$ cat config.mk
export PLATFORM = sky130hd
export DESIGN_NAME = lp_clock_ctrl
export DESIGN_NICKNAME = d
export VERILOG_FILES = /design/src/pkg/lpc_pkg.sv /design/src/hdl/lp_clock_ctrl.sv /design/src/hdl/serial_scaler.sv
export SDC_FILE = /design/constraint.sdc
export NUM_CORES = 1
export LEC_CHECK = 0
export ABC_CLOCK_PERIOD_IN_PS = 2750
export BUFFER_PORTS_ARGS = -buffer_cell sky130_fd_sc_hd__buf_2
export CAP_MARGIN = 20
export CORE_MARGIN = 3
export CORE_UTILIZATION = 50
export CTS_CLUSTER_DIAMETER = 200
export DETAILED_ROUTE_END_ITERATION = 10
export PLACE_DENSITY = 0.8
export SLEW_MARGIN = 5
export SYNTH_ARGS = -nofsm -noshare
export SYNTH_HDL_FRONTEND = slang
export SYNTH_SLANG_ARGS = --single-unit
$ cat constraint.sdc
create_clock -name mclk -period 2.75 [get_ports mclk]
set_clock_uncertainty 0.2 [all_clocks]
set_input_delay 0.275 -clock mclk [delete_from_list [all_inputs] [get_ports mclk]]
set_output_delay 0.275 -clock mclk [all_outputs]
set_load 0.03 [all_outputs]
$ cat src/pkg/lpc_pkg.sv
// constants for the low-power, clock gating and watchdog control block
// assumes a 100 MHz mclk and a plain strobe register port
package lpc_pkg;
  // register byte offsets
  localparam logic [7:0] OFS_LPM = 8'h00;
  localparam logic [7:0] OFS_CLKSRC = 8'h04;
  localparam logic [7:0] OFS_PCLK = 8'h08;
  localparam logic [7:0] OFS_SCALE = 8'h0C;
  localparam logic [7:0] OFS_WDCTL = 8'h10;
  localparam logic [7:0] OFS_WDKEY = 8'h14;
  localparam logic [7:0] OFS_ISTAT = 8'h18;
  localparam logic [7:0] OFS_IMASK = 8'h1C;
  localparam logic [7:0] OFS_STATE = 8'h20;
  // clock source control fields
  localparam int KEEP1_BIT = 0;
  localparam int KEEP2_BIT = 1;
  localparam int SRC_LSB = 2;
  localparam int WDSRC_LSB = 4;
  // clock sources
  localparam logic [1:0] SRC_INTOSC1 = 2'h0;
  localparam logic [1:0] SRC_INTOSC2 = 2'h1;
  localparam logic [1:0] SRC_XTAL = 2'h2;
  localparam logic [1:0] SRC_EXT = 2'h3;
  // watchdog control fields
  localparam int WD_DIS_BIT = 0;
  localparam int WD_IRQ_BIT = 1;
  localparam int MC_RST_BIT = 2;
  // restart keys, first then second
  localparam logic [7:0] WD_KEY1 = 8'h55;
  localparam logic [7:0] WD_KEY2 = 8'hAA;
  // interrupt status bits
  localparam int IRQ_MCLK = 0;
  localparam int IRQ_WD = 1;
  localparam int IRQ_WAKE = 2;
  localparam int IRQ_W = 3;
  // peripheral clock enables, i2c has its own bit
  localparam int NPERIPH = 8;
  localparam int I2C_IDX = 7;
  // reset values
  localparam logic [15:0] PCLK_RST = 16'h0000;
  localparam logic [2:0] SCALE_RST = 3'h0;
  localparam logic [5:0] CLKSRC_RST = 6'h00;
  // timing: watchdog window and missing clock limit
  localparam int WD_TIMEOUT_US = 200;
  localparam int MCLK_PERIOD_NS = 10;
  localparam int WD_CYCLES = WD_TIMEOUT_US * 1000 / MCLK_PERIOD_NS;
  localparam int MISS_TIME_NS = 400;
  localparam int MISS_CYCLES = MISS_TIME_NS / MCLK_PERIOD_NS;
  localparam int RST_PULSE_NS = 80;
  localparam int RST_CYCLES = (RST_PULSE_NS + MCLK_PERIOD_NS - 1) / MCLK_PERIOD_NS;
  // power states
  typedef enum logic [1:0] {
    ST_RUN = 2'b00,
    ST_IDLE = 2'b01,
    ST_STANDBY = 2'b10,
    ST_HALT = 2'b11
  } pwr_state_t;
endpackage

$ cat src/hdl/lp_clock_ctrl.sv
// low-power mode sequencer, clock gating, serial scaling, core and
// missing-clock watchdogs. assumes the cpu raises idle_exec for one
// cycle on its idle instruction; pins gpio_wake, ext_irq and
// osc_beat are asynchronous and are synchronised here.
`timescale 1ns/1ps
// Summary of operation
// - unserviced watchdog resets the processor
// - software bit disables watchdog resets
// - clock failure gives interrupt or reset
// - per-peripheral clock enable bits
// - serial clock scaled, i2c never scaled
// - idle stops cpu, interrupt from a clock-enabled peripheral wakes
// - standby gates cpu and peripherals, pll runs
// - external interrupt wakes standby after the two-flop synchroniser
// - halt stops internal oscillators unless kept
// - kept oscillator still clocks the watchdog
// - halt stops selected crystal oscillator
// - reset, gpio or watchdog leaves halt
// - gpio pins wake standby and halt
module lp_clock_ctrl
  import lpc_pkg::*;
#(
  parameter int WD_LIMIT = WD_CYCLES
)
(
  // clock and reset
  input wire logic mclk,
  input wire logic resetn,
  // register port
  input wire logic [7:0] addr,
  input wire logic [15:0] wdata,
  input wire logic wr_en,
  input wire logic rd_en,
  output logic [15:0] rdata_r,
  // cpu and wake sources
  input wire logic idle_exec,
  input wire logic [NPERIPH-1:0] periph_irq,
  input wire logic ext_irq,
  input wire logic gpio_wake,
  input wire logic osc_beat,
  // clock gates
  output logic cpu_clk_en_r,
  output logic [NPERIPH-1:0] periph_clk_en_r,
  output logic serial_tick_r,
  output logic i2c_clk_en_r,
  // oscillators
  output logic [1:0] int_osc_en_r,
  output logic xtal_en_r,
  output logic pll_en_r,
  // reset and interrupt
  output logic cpu_reset_r,
  output logic irq_r
);
  pwr_state_t st_r, st_nxt;
  logic [1:0] lpm_r, lpm_nxt;
  logic [5:0] clksrc_r, clksrc_nxt;
  logic [NPERIPH-1:0] pclk_r, pclk_nxt;
  logic [2:0] scale_r, scale_nxt;
  logic [2:0] wdctl_r, wdctl_nxt;
  logic key_arm_r, key_arm_nxt;
  logic [IRQ_W-1:0] istat_r, istat_nxt;
  logic [IRQ_W-1:0] imask_r, imask_nxt;
  logic [15:0] rdata_nxt;
  logic [31:0] wd_cnt_r, wd_cnt_nxt;
  logic [7:0] miss_cnt_r, miss_cnt_nxt;
  logic [3:0] rst_cnt_r, rst_cnt_nxt;
  logic beat_prev_r;
  logic [2:0] sync1_r, sync2_r;
  logic gpio_s, ext_s, beat_s;
  logic wd_restart, wd_expire, wd_runs, miss_fail, osc_should_run;
  logic wake_any, wake_idle, wake_stby, wake_halt;
  logic [1:0] keep;
  logic [1:0] src;
  logic [1:0] wd_src;
  logic stat_rd;
  logic sc_tick;

  // two-flop synchronisers for the asynchronous pins
  always_ff @(posedge mclk) begin
    if (!resetn) begin
      sync1_r <= 3'h0;
      sync2_r <= 3'h0;
    end else begin
      sync1_r <= {osc_beat, ext_irq, gpio_wake};
      sync2_r <= sync1_r;
    end
  end
  assign gpio_s = sync2_r[0];
  assign ext_s = sync2_r[1];
  assign beat_s = sync2_r[2];

  // field views
  assign keep = {clksrc_r[KEEP2_BIT], clksrc_r[KEEP1_BIT]};
  assign src = clksrc_r[SRC_LSB+1:SRC_LSB];
  assign wd_src = clksrc_r[WDSRC_LSB+1:WDSRC_LSB];

  // watchdog counts except in halt when clocked from the crystal or an unkept internal oscillator
  always_comb begin
    wd_runs = 1'b1;
    if (st_r == ST_HALT) begin
      case (wd_src)
        SRC_INTOSC1: wd_runs = keep[0];
        SRC_INTOSC2: wd_runs = keep[1];
        SRC_XTAL: wd_runs = 1'b0;
        default: wd_runs = 1'b1;
      endcase
    end
  end

  // watchdog restart by key pair, expiry at the window end
  assign wd_restart = wr_en && (addr == OFS_WDKEY) && key_arm_r && (wdata[7:0] == WD_KEY2);
  assign wd_expire = !wdctl_r[WD_DIS_BIT] && wd_runs && (wd_cnt_r >= WD_LIMIT - 1);

  // missing clock: oscillator expected to beat outside halt
  assign osc_should_run = (st_r != ST_HALT);
  assign miss_fail = osc_should_run && (miss_cnt_r == 8'(MISS_CYCLES));

  // wake conditions per mode
  assign wake_idle = |(periph_irq & pclk_r) || (wd_expire && wdctl_r[WD_IRQ_BIT]);
  assign wake_stby = ext_s || gpio_s;
  assign wake_halt = gpio_s || wd_expire;
  assign stat_rd = rd_en && (addr == OFS_ISTAT);

  // power state sequencer
  always_comb begin
    st_nxt = st_r;
    wake_any = 1'b0;
    case (st_r)
      ST_RUN: begin
        if (idle_exec) begin
          case (lpm_r)
            2'h1: st_nxt = ST_STANDBY;
            2'h2: st_nxt = ST_HALT;
            default: st_nxt = ST_IDLE;
          endcase
        end
      end
      ST_IDLE: begin
        if (wake_idle) begin
          st_nxt = ST_RUN;
          wake_any = 1'b1;
        end
      end
      ST_STANDBY: begin
        if (wake_stby) begin
          st_nxt = ST_RUN;
          wake_any = 1'b1;
        end
      end
      ST_HALT: begin
        if (wake_halt) begin
          st_nxt = ST_RUN;
          wake_any = 1'b1;
        end
      end
      default: st_nxt = ST_RUN;
    endcase
  end

  // register writes
  always_comb begin
    lpm_nxt = lpm_r;
    clksrc_nxt = clksrc_r;
    pclk_nxt = pclk_r;
    scale_nxt = scale_r;
    wdctl_nxt = wdctl_r;
    imask_nxt = imask_r;
    key_arm_nxt = key_arm_r;
    if (wr_en) begin
      case (addr)
        OFS_LPM: lpm_nxt = wdata[1:0];
        OFS_CLKSRC: clksrc_nxt = wdata[5:0];
        OFS_PCLK: pclk_nxt = wdata[NPERIPH-1:0];
        OFS_SCALE: scale_nxt = wdata[2:0];
        OFS_WDCTL: wdctl_nxt = wdata[2:0];
        OFS_IMASK: imask_nxt = wdata[IRQ_W-1:0];
        OFS_WDKEY: key_arm_nxt = (wdata[7:0] == WD_KEY1);
        default: begin
        end
      endcase
    end
  end

  // counters: watchdog, missing clock, reset pulse
  always_comb begin
    wd_cnt_nxt = wd_cnt_r;
    if (wd_restart || wdctl_r[WD_DIS_BIT] || wd_expire) begin
      wd_cnt_nxt = 32'h0;
    end else if (wd_runs) begin
      wd_cnt_nxt = wd_cnt_r + 32'h1;
    end
    miss_cnt_nxt = miss_cnt_r;
    if (!osc_should_run || (beat_s != beat_prev_r) || miss_fail) begin
      miss_cnt_nxt = 8'h0;
    end else begin
      miss_cnt_nxt = miss_cnt_r + 8'h1;
    end
    rst_cnt_nxt = (rst_cnt_r != 4'h0) ? rst_cnt_r - 4'h1 : 4'h0;
    if ((wd_expire && !wdctl_r[WD_IRQ_BIT]) || (miss_fail && wdctl_r[MC_RST_BIT])) begin
      rst_cnt_nxt = 4'(RST_CYCLES);
    end
  end

  // sticky status, cleared by a read, a new event wins
  always_comb begin
    istat_nxt = stat_rd ? '0 : istat_r;
    if (miss_fail && !wdctl_r[MC_RST_BIT]) begin
      istat_nxt[IRQ_MCLK] = 1'b1;
    end
    if (wd_expire && wdctl_r[WD_IRQ_BIT]) begin
      istat_nxt[IRQ_WD] = 1'b1;
    end
    if (wake_any) begin
      istat_nxt[IRQ_WAKE] = 1'b1;
    end
  end

  // read data, one cycle after the strobe
  always_comb begin
    rdata_nxt = 16'h0000;
    if (rd_en) begin
      case (addr)
        OFS_LPM: rdata_nxt = {14'h0, lpm_r};
        OFS_CLKSRC: rdata_nxt = {10'h0, clksrc_r};
        OFS_PCLK: rdata_nxt = {8'h0, pclk_r};
        OFS_SCALE: rdata_nxt = {13'h0, scale_r};
        OFS_WDCTL: rdata_nxt = {13'h0, wdctl_r};
        OFS_ISTAT: rdata_nxt = {13'h0, istat_r};
        OFS_IMASK: rdata_nxt = {13'h0, imask_r};
        OFS_STATE: rdata_nxt = {wd_cnt_r[31:18], st_r};
        default: rdata_nxt = 16'h0000;
      endcase
    end
  end

  // state and register flops
  always_ff @(posedge mclk) begin
    if (!resetn) begin
      st_r <= ST_RUN;
      lpm_r <= 2'h0;
      clksrc_r <= CLKSRC_RST;
      pclk_r <= PCLK_RST[NPERIPH-1:0];
      scale_r <= SCALE_RST;
      wdctl_r <= 3'h0;
      imask_r <= '0;
      key_arm_r <= 1'b0;
      istat_r <= '0;
      rdata_r <= 16'h0000;
      wd_cnt_r <= 32'h0;
      miss_cnt_r <= 8'h0;
      rst_cnt_r <= 4'h0;
      beat_prev_r <= 1'b0;
    end else begin
      st_r <= st_nxt;
      lpm_r <= lpm_nxt;
      clksrc_r <= clksrc_nxt;
      pclk_r <= pclk_nxt;
      scale_r <= scale_nxt;
      wdctl_r <= wdctl_nxt;
      imask_r <= imask_nxt;
      key_arm_r <= key_arm_nxt;
      istat_r <= istat_nxt;
      rdata_r <= rdata_nxt;
      wd_cnt_r <= wd_cnt_nxt;
      miss_cnt_r <= miss_cnt_nxt;
      rst_cnt_r <= rst_cnt_nxt;
      beat_prev_r <= beat_s;
    end
  end

  // serial clock scaler, runs only while peripherals are clocked
  serial_scaler i_serial_scaler (
    .mclk(mclk),
    .resetn(resetn),
    .run(st_nxt == ST_RUN || st_nxt == ST_IDLE),
    .div(scale_r),
    .tick_r(sc_tick)
  );

  // output gates, registered
  always_ff @(posedge mclk) begin
    if (!resetn) begin
      cpu_clk_en_r <= 1'b1;
      periph_clk_en_r <= '0;
      serial_tick_r <= 1'b0;
      i2c_clk_en_r <= 1'b0;
      int_osc_en_r <= 2'b11;
      xtal_en_r <= 1'b1;
      pll_en_r <= 1'b1;
      cpu_reset_r <= 1'b0;
      irq_r <= 1'b0;
    end else begin
      cpu_clk_en_r <= (st_nxt == ST_RUN);
      if (st_nxt == ST_RUN || st_nxt == ST_IDLE) begin
        periph_clk_en_r <= pclk_nxt;
      end else begin
        periph_clk_en_r <= '0;
      end
      serial_tick_r <= sc_tick;
      i2c_clk_en_r <= (st_nxt == ST_RUN || st_nxt == ST_IDLE) && pclk_nxt[I2C_IDX];
      if (st_nxt == ST_HALT) begin
        int_osc_en_r <= {clksrc_nxt[KEEP2_BIT], clksrc_nxt[KEEP1_BIT]};
        xtal_en_r <= (clksrc_nxt[SRC_LSB+1:SRC_LSB] != SRC_XTAL);
        pll_en_r <= 1'b0;
      end else begin
        int_osc_en_r <= 2'b11;
        xtal_en_r <= 1'b1;
        pll_en_r <= 1'b1;
      end
      cpu_reset_r <= (rst_cnt_nxt != 4'h0);
      irq_r <= |(istat_nxt & imask_nxt);
    end
  end
endmodule

$ cat src/hdl/serial_scaler.sv
// serial port clock scaler: one-cycle enable pulse at mclk / ratio
// assumes div comes from a register on the same clock
`timescale 1ns/1ps
module serial_scaler
  import lpc_pkg::*;
(
  // clock and reset
  input wire logic mclk,
  input wire logic resetn,
  // control
  input wire logic run,
  input wire logic [2:0] div,
  // output
  output logic tick_r
);
  logic [3:0] cnt_r;
  logic [3:0] cnt_nxt;
  logic tick_nxt;
  logic [3:0] period;

  // ratio 1 when div is zero, else 2*div
  always_comb begin
    period = (div == 3'h0) ? 4'h1 : {div, 1'b0};
    cnt_nxt = cnt_r;
    tick_nxt = 1'b0;
    if (run) begin
      if (cnt_r + 4'h1 >= period) begin
        cnt_nxt = 4'h0;
        tick_nxt = 1'b1;
      end else begin
        cnt_nxt = cnt_r + 4'h1;
      end
    end
  end

  // registers
  always_ff @(posedge mclk) begin
    if (!resetn) begin
      cnt_r <= 4'h0;
      tick_r <= 1'b0;
    end else begin
      cnt_r <= cnt_nxt;
      tick_r <= tick_nxt;
    end
  end
endmodule

==> results by group <==
Status
  • Status: completed

Clock tree
  • H-tree level count: 4
  • Worst-path clk slew: ~0.06 ns
  • CTS Buf Count: 17
  • Clk Latency, worst-skew pair: ~0.51 ns
  • Root buf cell: clkbuf_8
  • Max clock buf depth: 2
  • Setup bufs post-CTS: 0
  • CTS Sinks: 120
  • CTS tree: yes

Power
  • Net Sw Frac: around a quarter
  • Pwr Density: 624.8 nW/um^2
  • Int Pwr: 3038 uW
  • Leakage: roughly 0.0026 uW
  • Reg power frac: ~44%
  • Comb power frac: approximately 4%
  • Worst vdd ir: ~530 uV
  • Psw: 940.6 uW
  • Clock Power Share: between 50 and 60%

Cells and area
  • Antenna fix cells: 0
  • Post-Route Utilization: between 60% and 70%
  • Layout area overhead: 23.16%
  • Share of post-route cells with drive strength above 1: 20.40%
  • Reg area: between 2000 and 2500 sq um
  • Fin area: about 6400 sq um
  • Nets: approximately 690
  • Number of fill cells: between 800 and 900
  • Multi-input gate area: 2596 sq um

Worst setup path
  • Reg2reg start: wd_cnt_r[0]$_SDFFE_PP0N_
  • Slack of the worst reg-to-reg path: 0.20 ns
  • Worst Setup Start Kind: register
  • Worst EP required: around 3 ns
  • Worst setup path category: register to register
  • Worst-path fanout max: 11
  • Crit end category: register
  • R2R depth: 7
  • Critical path data arrival time: ~2.8 ns
  • Critical R2R Capture: i_serial_scaler.cnt_r[2]$_SDFFE_PN0P_

STA
  • Period utilisation layout: 92.65%
  • Slew margin rel.: between 60% and 70%
  • Unrepaired setup endpoints after global routing: no
  • Worst-Margin Slew: about 0.54 ns
  • Max-slew violations: 0
  • Fin Setup TNS: 0 ns
  • Final setup margin: a little over 0.2 ns
  • Fin. Hold Viols: 0
  • Achievable Freq: 0.3925 GHz
  • Final Critical Period: 2.548 ns
  • Final setup violation count: 0

Drt
  • DRT met1 WL: just over 5 mm
  • First-pass DRT Iterations: 6
  • Detailed Route Iter0 Violations: about 300
  • WL final: between 10 and 15 mm
  • Vias: roughly 4400
  • Via density: between 5 and 6
  • ANT nets after route: 0
  • Met2 Wirelength: 6.328 mm
  • Wire per inst: approximately 16 microns
  • Routed wl met3: just over 700 microns
  • DRC viols: 0
  • Highest metal used: met4

Synth
  • Synth async-reset ratio: 0%
  • Post-synth EDFFs: 0
  • Synth cell count leaders: dfxtp_1, nor2_1, nand2_1, nand3_1, nor2b_1
  • Net Count, Synth: between 500 and 600
  • Seq cells post-synth: 120
  • Top cells by area, synth: dfxtp_1, nor2_1, mux2i_1, nor2b_1, and2_1
  • Post-Synthesis Cell Area: 5170 sq um
  • Synth top area share: 46.47%
  • Main synth FF type: dfxtp_1
  • Synth Instances: ~550
  • Most instantiated library cell after synthesis: dfxtp_1
  • Sequential area share after synthesis: a little under half
  • Syn_area_per_cell: 9.434 sq um
  • Syn. warnings: 0
  • Synth area leader: dfxtp_1
  • Synth cell types: ~70

Worst hold path
  • Worst Hold Launch: addr[6]
  • Worst hold-check path type: primary input to register
  • Hold path endpoint: rdata_r[0]$_SDFF_PN0_
  • Hold Crit Depth: 5

Floorplanning
  • Core Box Area: ~10000 sq um
  • Starting Density: roughly 52%
  • Num rows: 36
  • Die W: 107.7 microns
  • I/O Pins: 73
  • Die area: 11600 sq um
  • Die H: approximately 110 microns

GRT
  • First-pass GRT wire length: about 21 mm
  • Initial antenna violation count: 0
  • Largest net degree at the start of global routing: 37
  • GRT Total Usage: between 20% and 30%
  • Vias in the first global route: between 4000 and 5000
  • GRT overflow: 0

Run
  • Max Cap Viol: 0

Placement
  • Dpl hpwl: roughly 8.5 mm
  • IO Port Bufs: 64
  • Pre-CTS setup slack: 0.1729 ns
  • Post-DP Area: around 5700 sq um
  • GP Congestion: approximately 0.86
## placed cells by master (no fill, tap or decap), types with 5 or more instances in the layout
| master | synthesis | layout |
|---|---|---|
| dfxtp_1 | 120 | 120 |
| a21oi_1 | 16 | 16 |
| and2_1 | 22 | 22 |
| nand3_1 | 27 | 27 |
| buf_2 | 6 | 64 |
| dlygate4sd3_1 | 0 | 12 |
| nand2b_1 | 7 | 7 |
| nand3b_1 | 5 | 5 |
| ha_1 | 10 | 10 |
| clkbuf_16 | 0 | 16 |
| and3_1 | 9 | 9 |
| inv_1 | 19 | 19 |
| nand4_1 | 12 | 12 |
| a31oi_1 | 6 | 6 |
| xor2_1 | 13 | 13 |
| a22oi_1 | 14 | 14 |
| mux2i_1 | 22 | 22 |
| nor2b_1 | 27 | 27 |
| nor4_1 | 6 | 6 |
| inv_6 | 0 | 5 |
| nor2_1 | 61 | 61 |
| xnor2_1 | 13 | 13 |
| nand2_1 | 35 | 35 |
| a21boi_0 | 5 | 5 |
| nor3_1 | 9 | 9 |
| buf_4 | 1 | 15 |
## stage by stage
stage               instances  total power (uW)  hold slack, ns
detailed placement        741              1945          0.2193
finish                    785              3978         0.05092
CTS                       785              4006         0.02937
floorplan                 548              1883          0.2023
global route              785              4125         0.05479
global placement          741              1941          0.2179
## area by class of cell
class	instances	area share (%)
Tap cell	133	2.613
Clock inverter	15	2.260
Timing Repair Buffer	92	9.000
Sequential cell	120	37.73
Clock buffer	17	6.504
Inverter	19	1.120
Multi-Input combinational cell	389	40.77
## logic make-up (layout without fill, tap and decap cells)
logic type	Yosys count	after routing	synth area share (%)
DFF	120	120	46.47
AOI/OAI and AO/OA	79	79	11.81
adders and majority gates	10	10	2.420
and+or+nand+nor	252	252	27.30
xor gates and xnor gates	26	26	4.405
buffers and inverters	39	143	3.340
muxes	22	22	4.259
## power groups by stage
stage / clock [uW] / sequential, uW / combinational, uW
2_1_floorplan: 0 / 1810 / 75.6
3_3_place_gp: 0 / 1810 / 136
3_5_place_dp: 0 / 1810 / 140
4_1_cts: 2080 / 1770 / 154
5_1_grt: 2190 / 1770 / 169
6_report: 2060 / 1770 / 155
## worst max-delay path, stage by stage, from the launching register on
cell and delay (ns):
dfxtp_1 0.38, ha_1 0.25, nand4_4 0.18, a2111oi_4 0.38, nor4_4 0.10, o41a_2 0.61
nand2b_4 0.25, o22ai_1 0.13
## metal layers
layer  GRT usage (%)  up-vias
met5               0        -
li1                -     2118
met3           6.119       20
met1           27.21     2094
met4           8.025        0
met2           38.99      138
## worst max-delay path by stage
stage / startpoint / to
final: wd_cnt_r[0]$_SDFFE_PP0N_ / i_serial_scaler.cnt_r[2]$_SDFFE_PN0P_
after global routing: wd_cnt_r[0]$_SDFFE_PP0N_ / i_serial_scaler.cnt_r[2]$_SDFFE_PN0P_
after CTS: wd_cnt_r[0]$_SDFFE_PP0N_ / i_serial_scaler.cnt_r[2]$_SDFFE_PN0P_
after detailed placement: wd_cnt_r[0]$_SDFFE_PP0N_ / i_serial_scaler.cnt_r[2]$_SDFFE_PN0P_
after global placement: wd_cnt_r[0]$_SDFFE_PP0N_ / i_serial_scaler.cnt_r[2]$_SDFFE_PN0P_
after floorplan: wd_cnt_r[0]$_SDFFE_PP0N_ / i_serial_scaler.cnt_r[2]$_SDFFE_PN0P_
## state kept, by name, indices dropped and copies added (netlist names), 4 cells and up
signal and flops:
wd_cnt_r 32, rdata_r 16, miss_cnt_r 8, pclk_r 8
periph_clk_en_r 8, clksrc_r 6, i_serial_scaler.cnt_r 4, rst_cnt_r 4
## timing repair
| item | CTS | global route |
|---|---|---|
| endpoints found under the setup margin | 0 | 1 |
| hold endpoints to repair | 36 | 0 |
| resized for setup | 0 | 1 |
| hold buffers | 12 | 0 |
No activity file was read; power rests on OpenSTA's default activity.
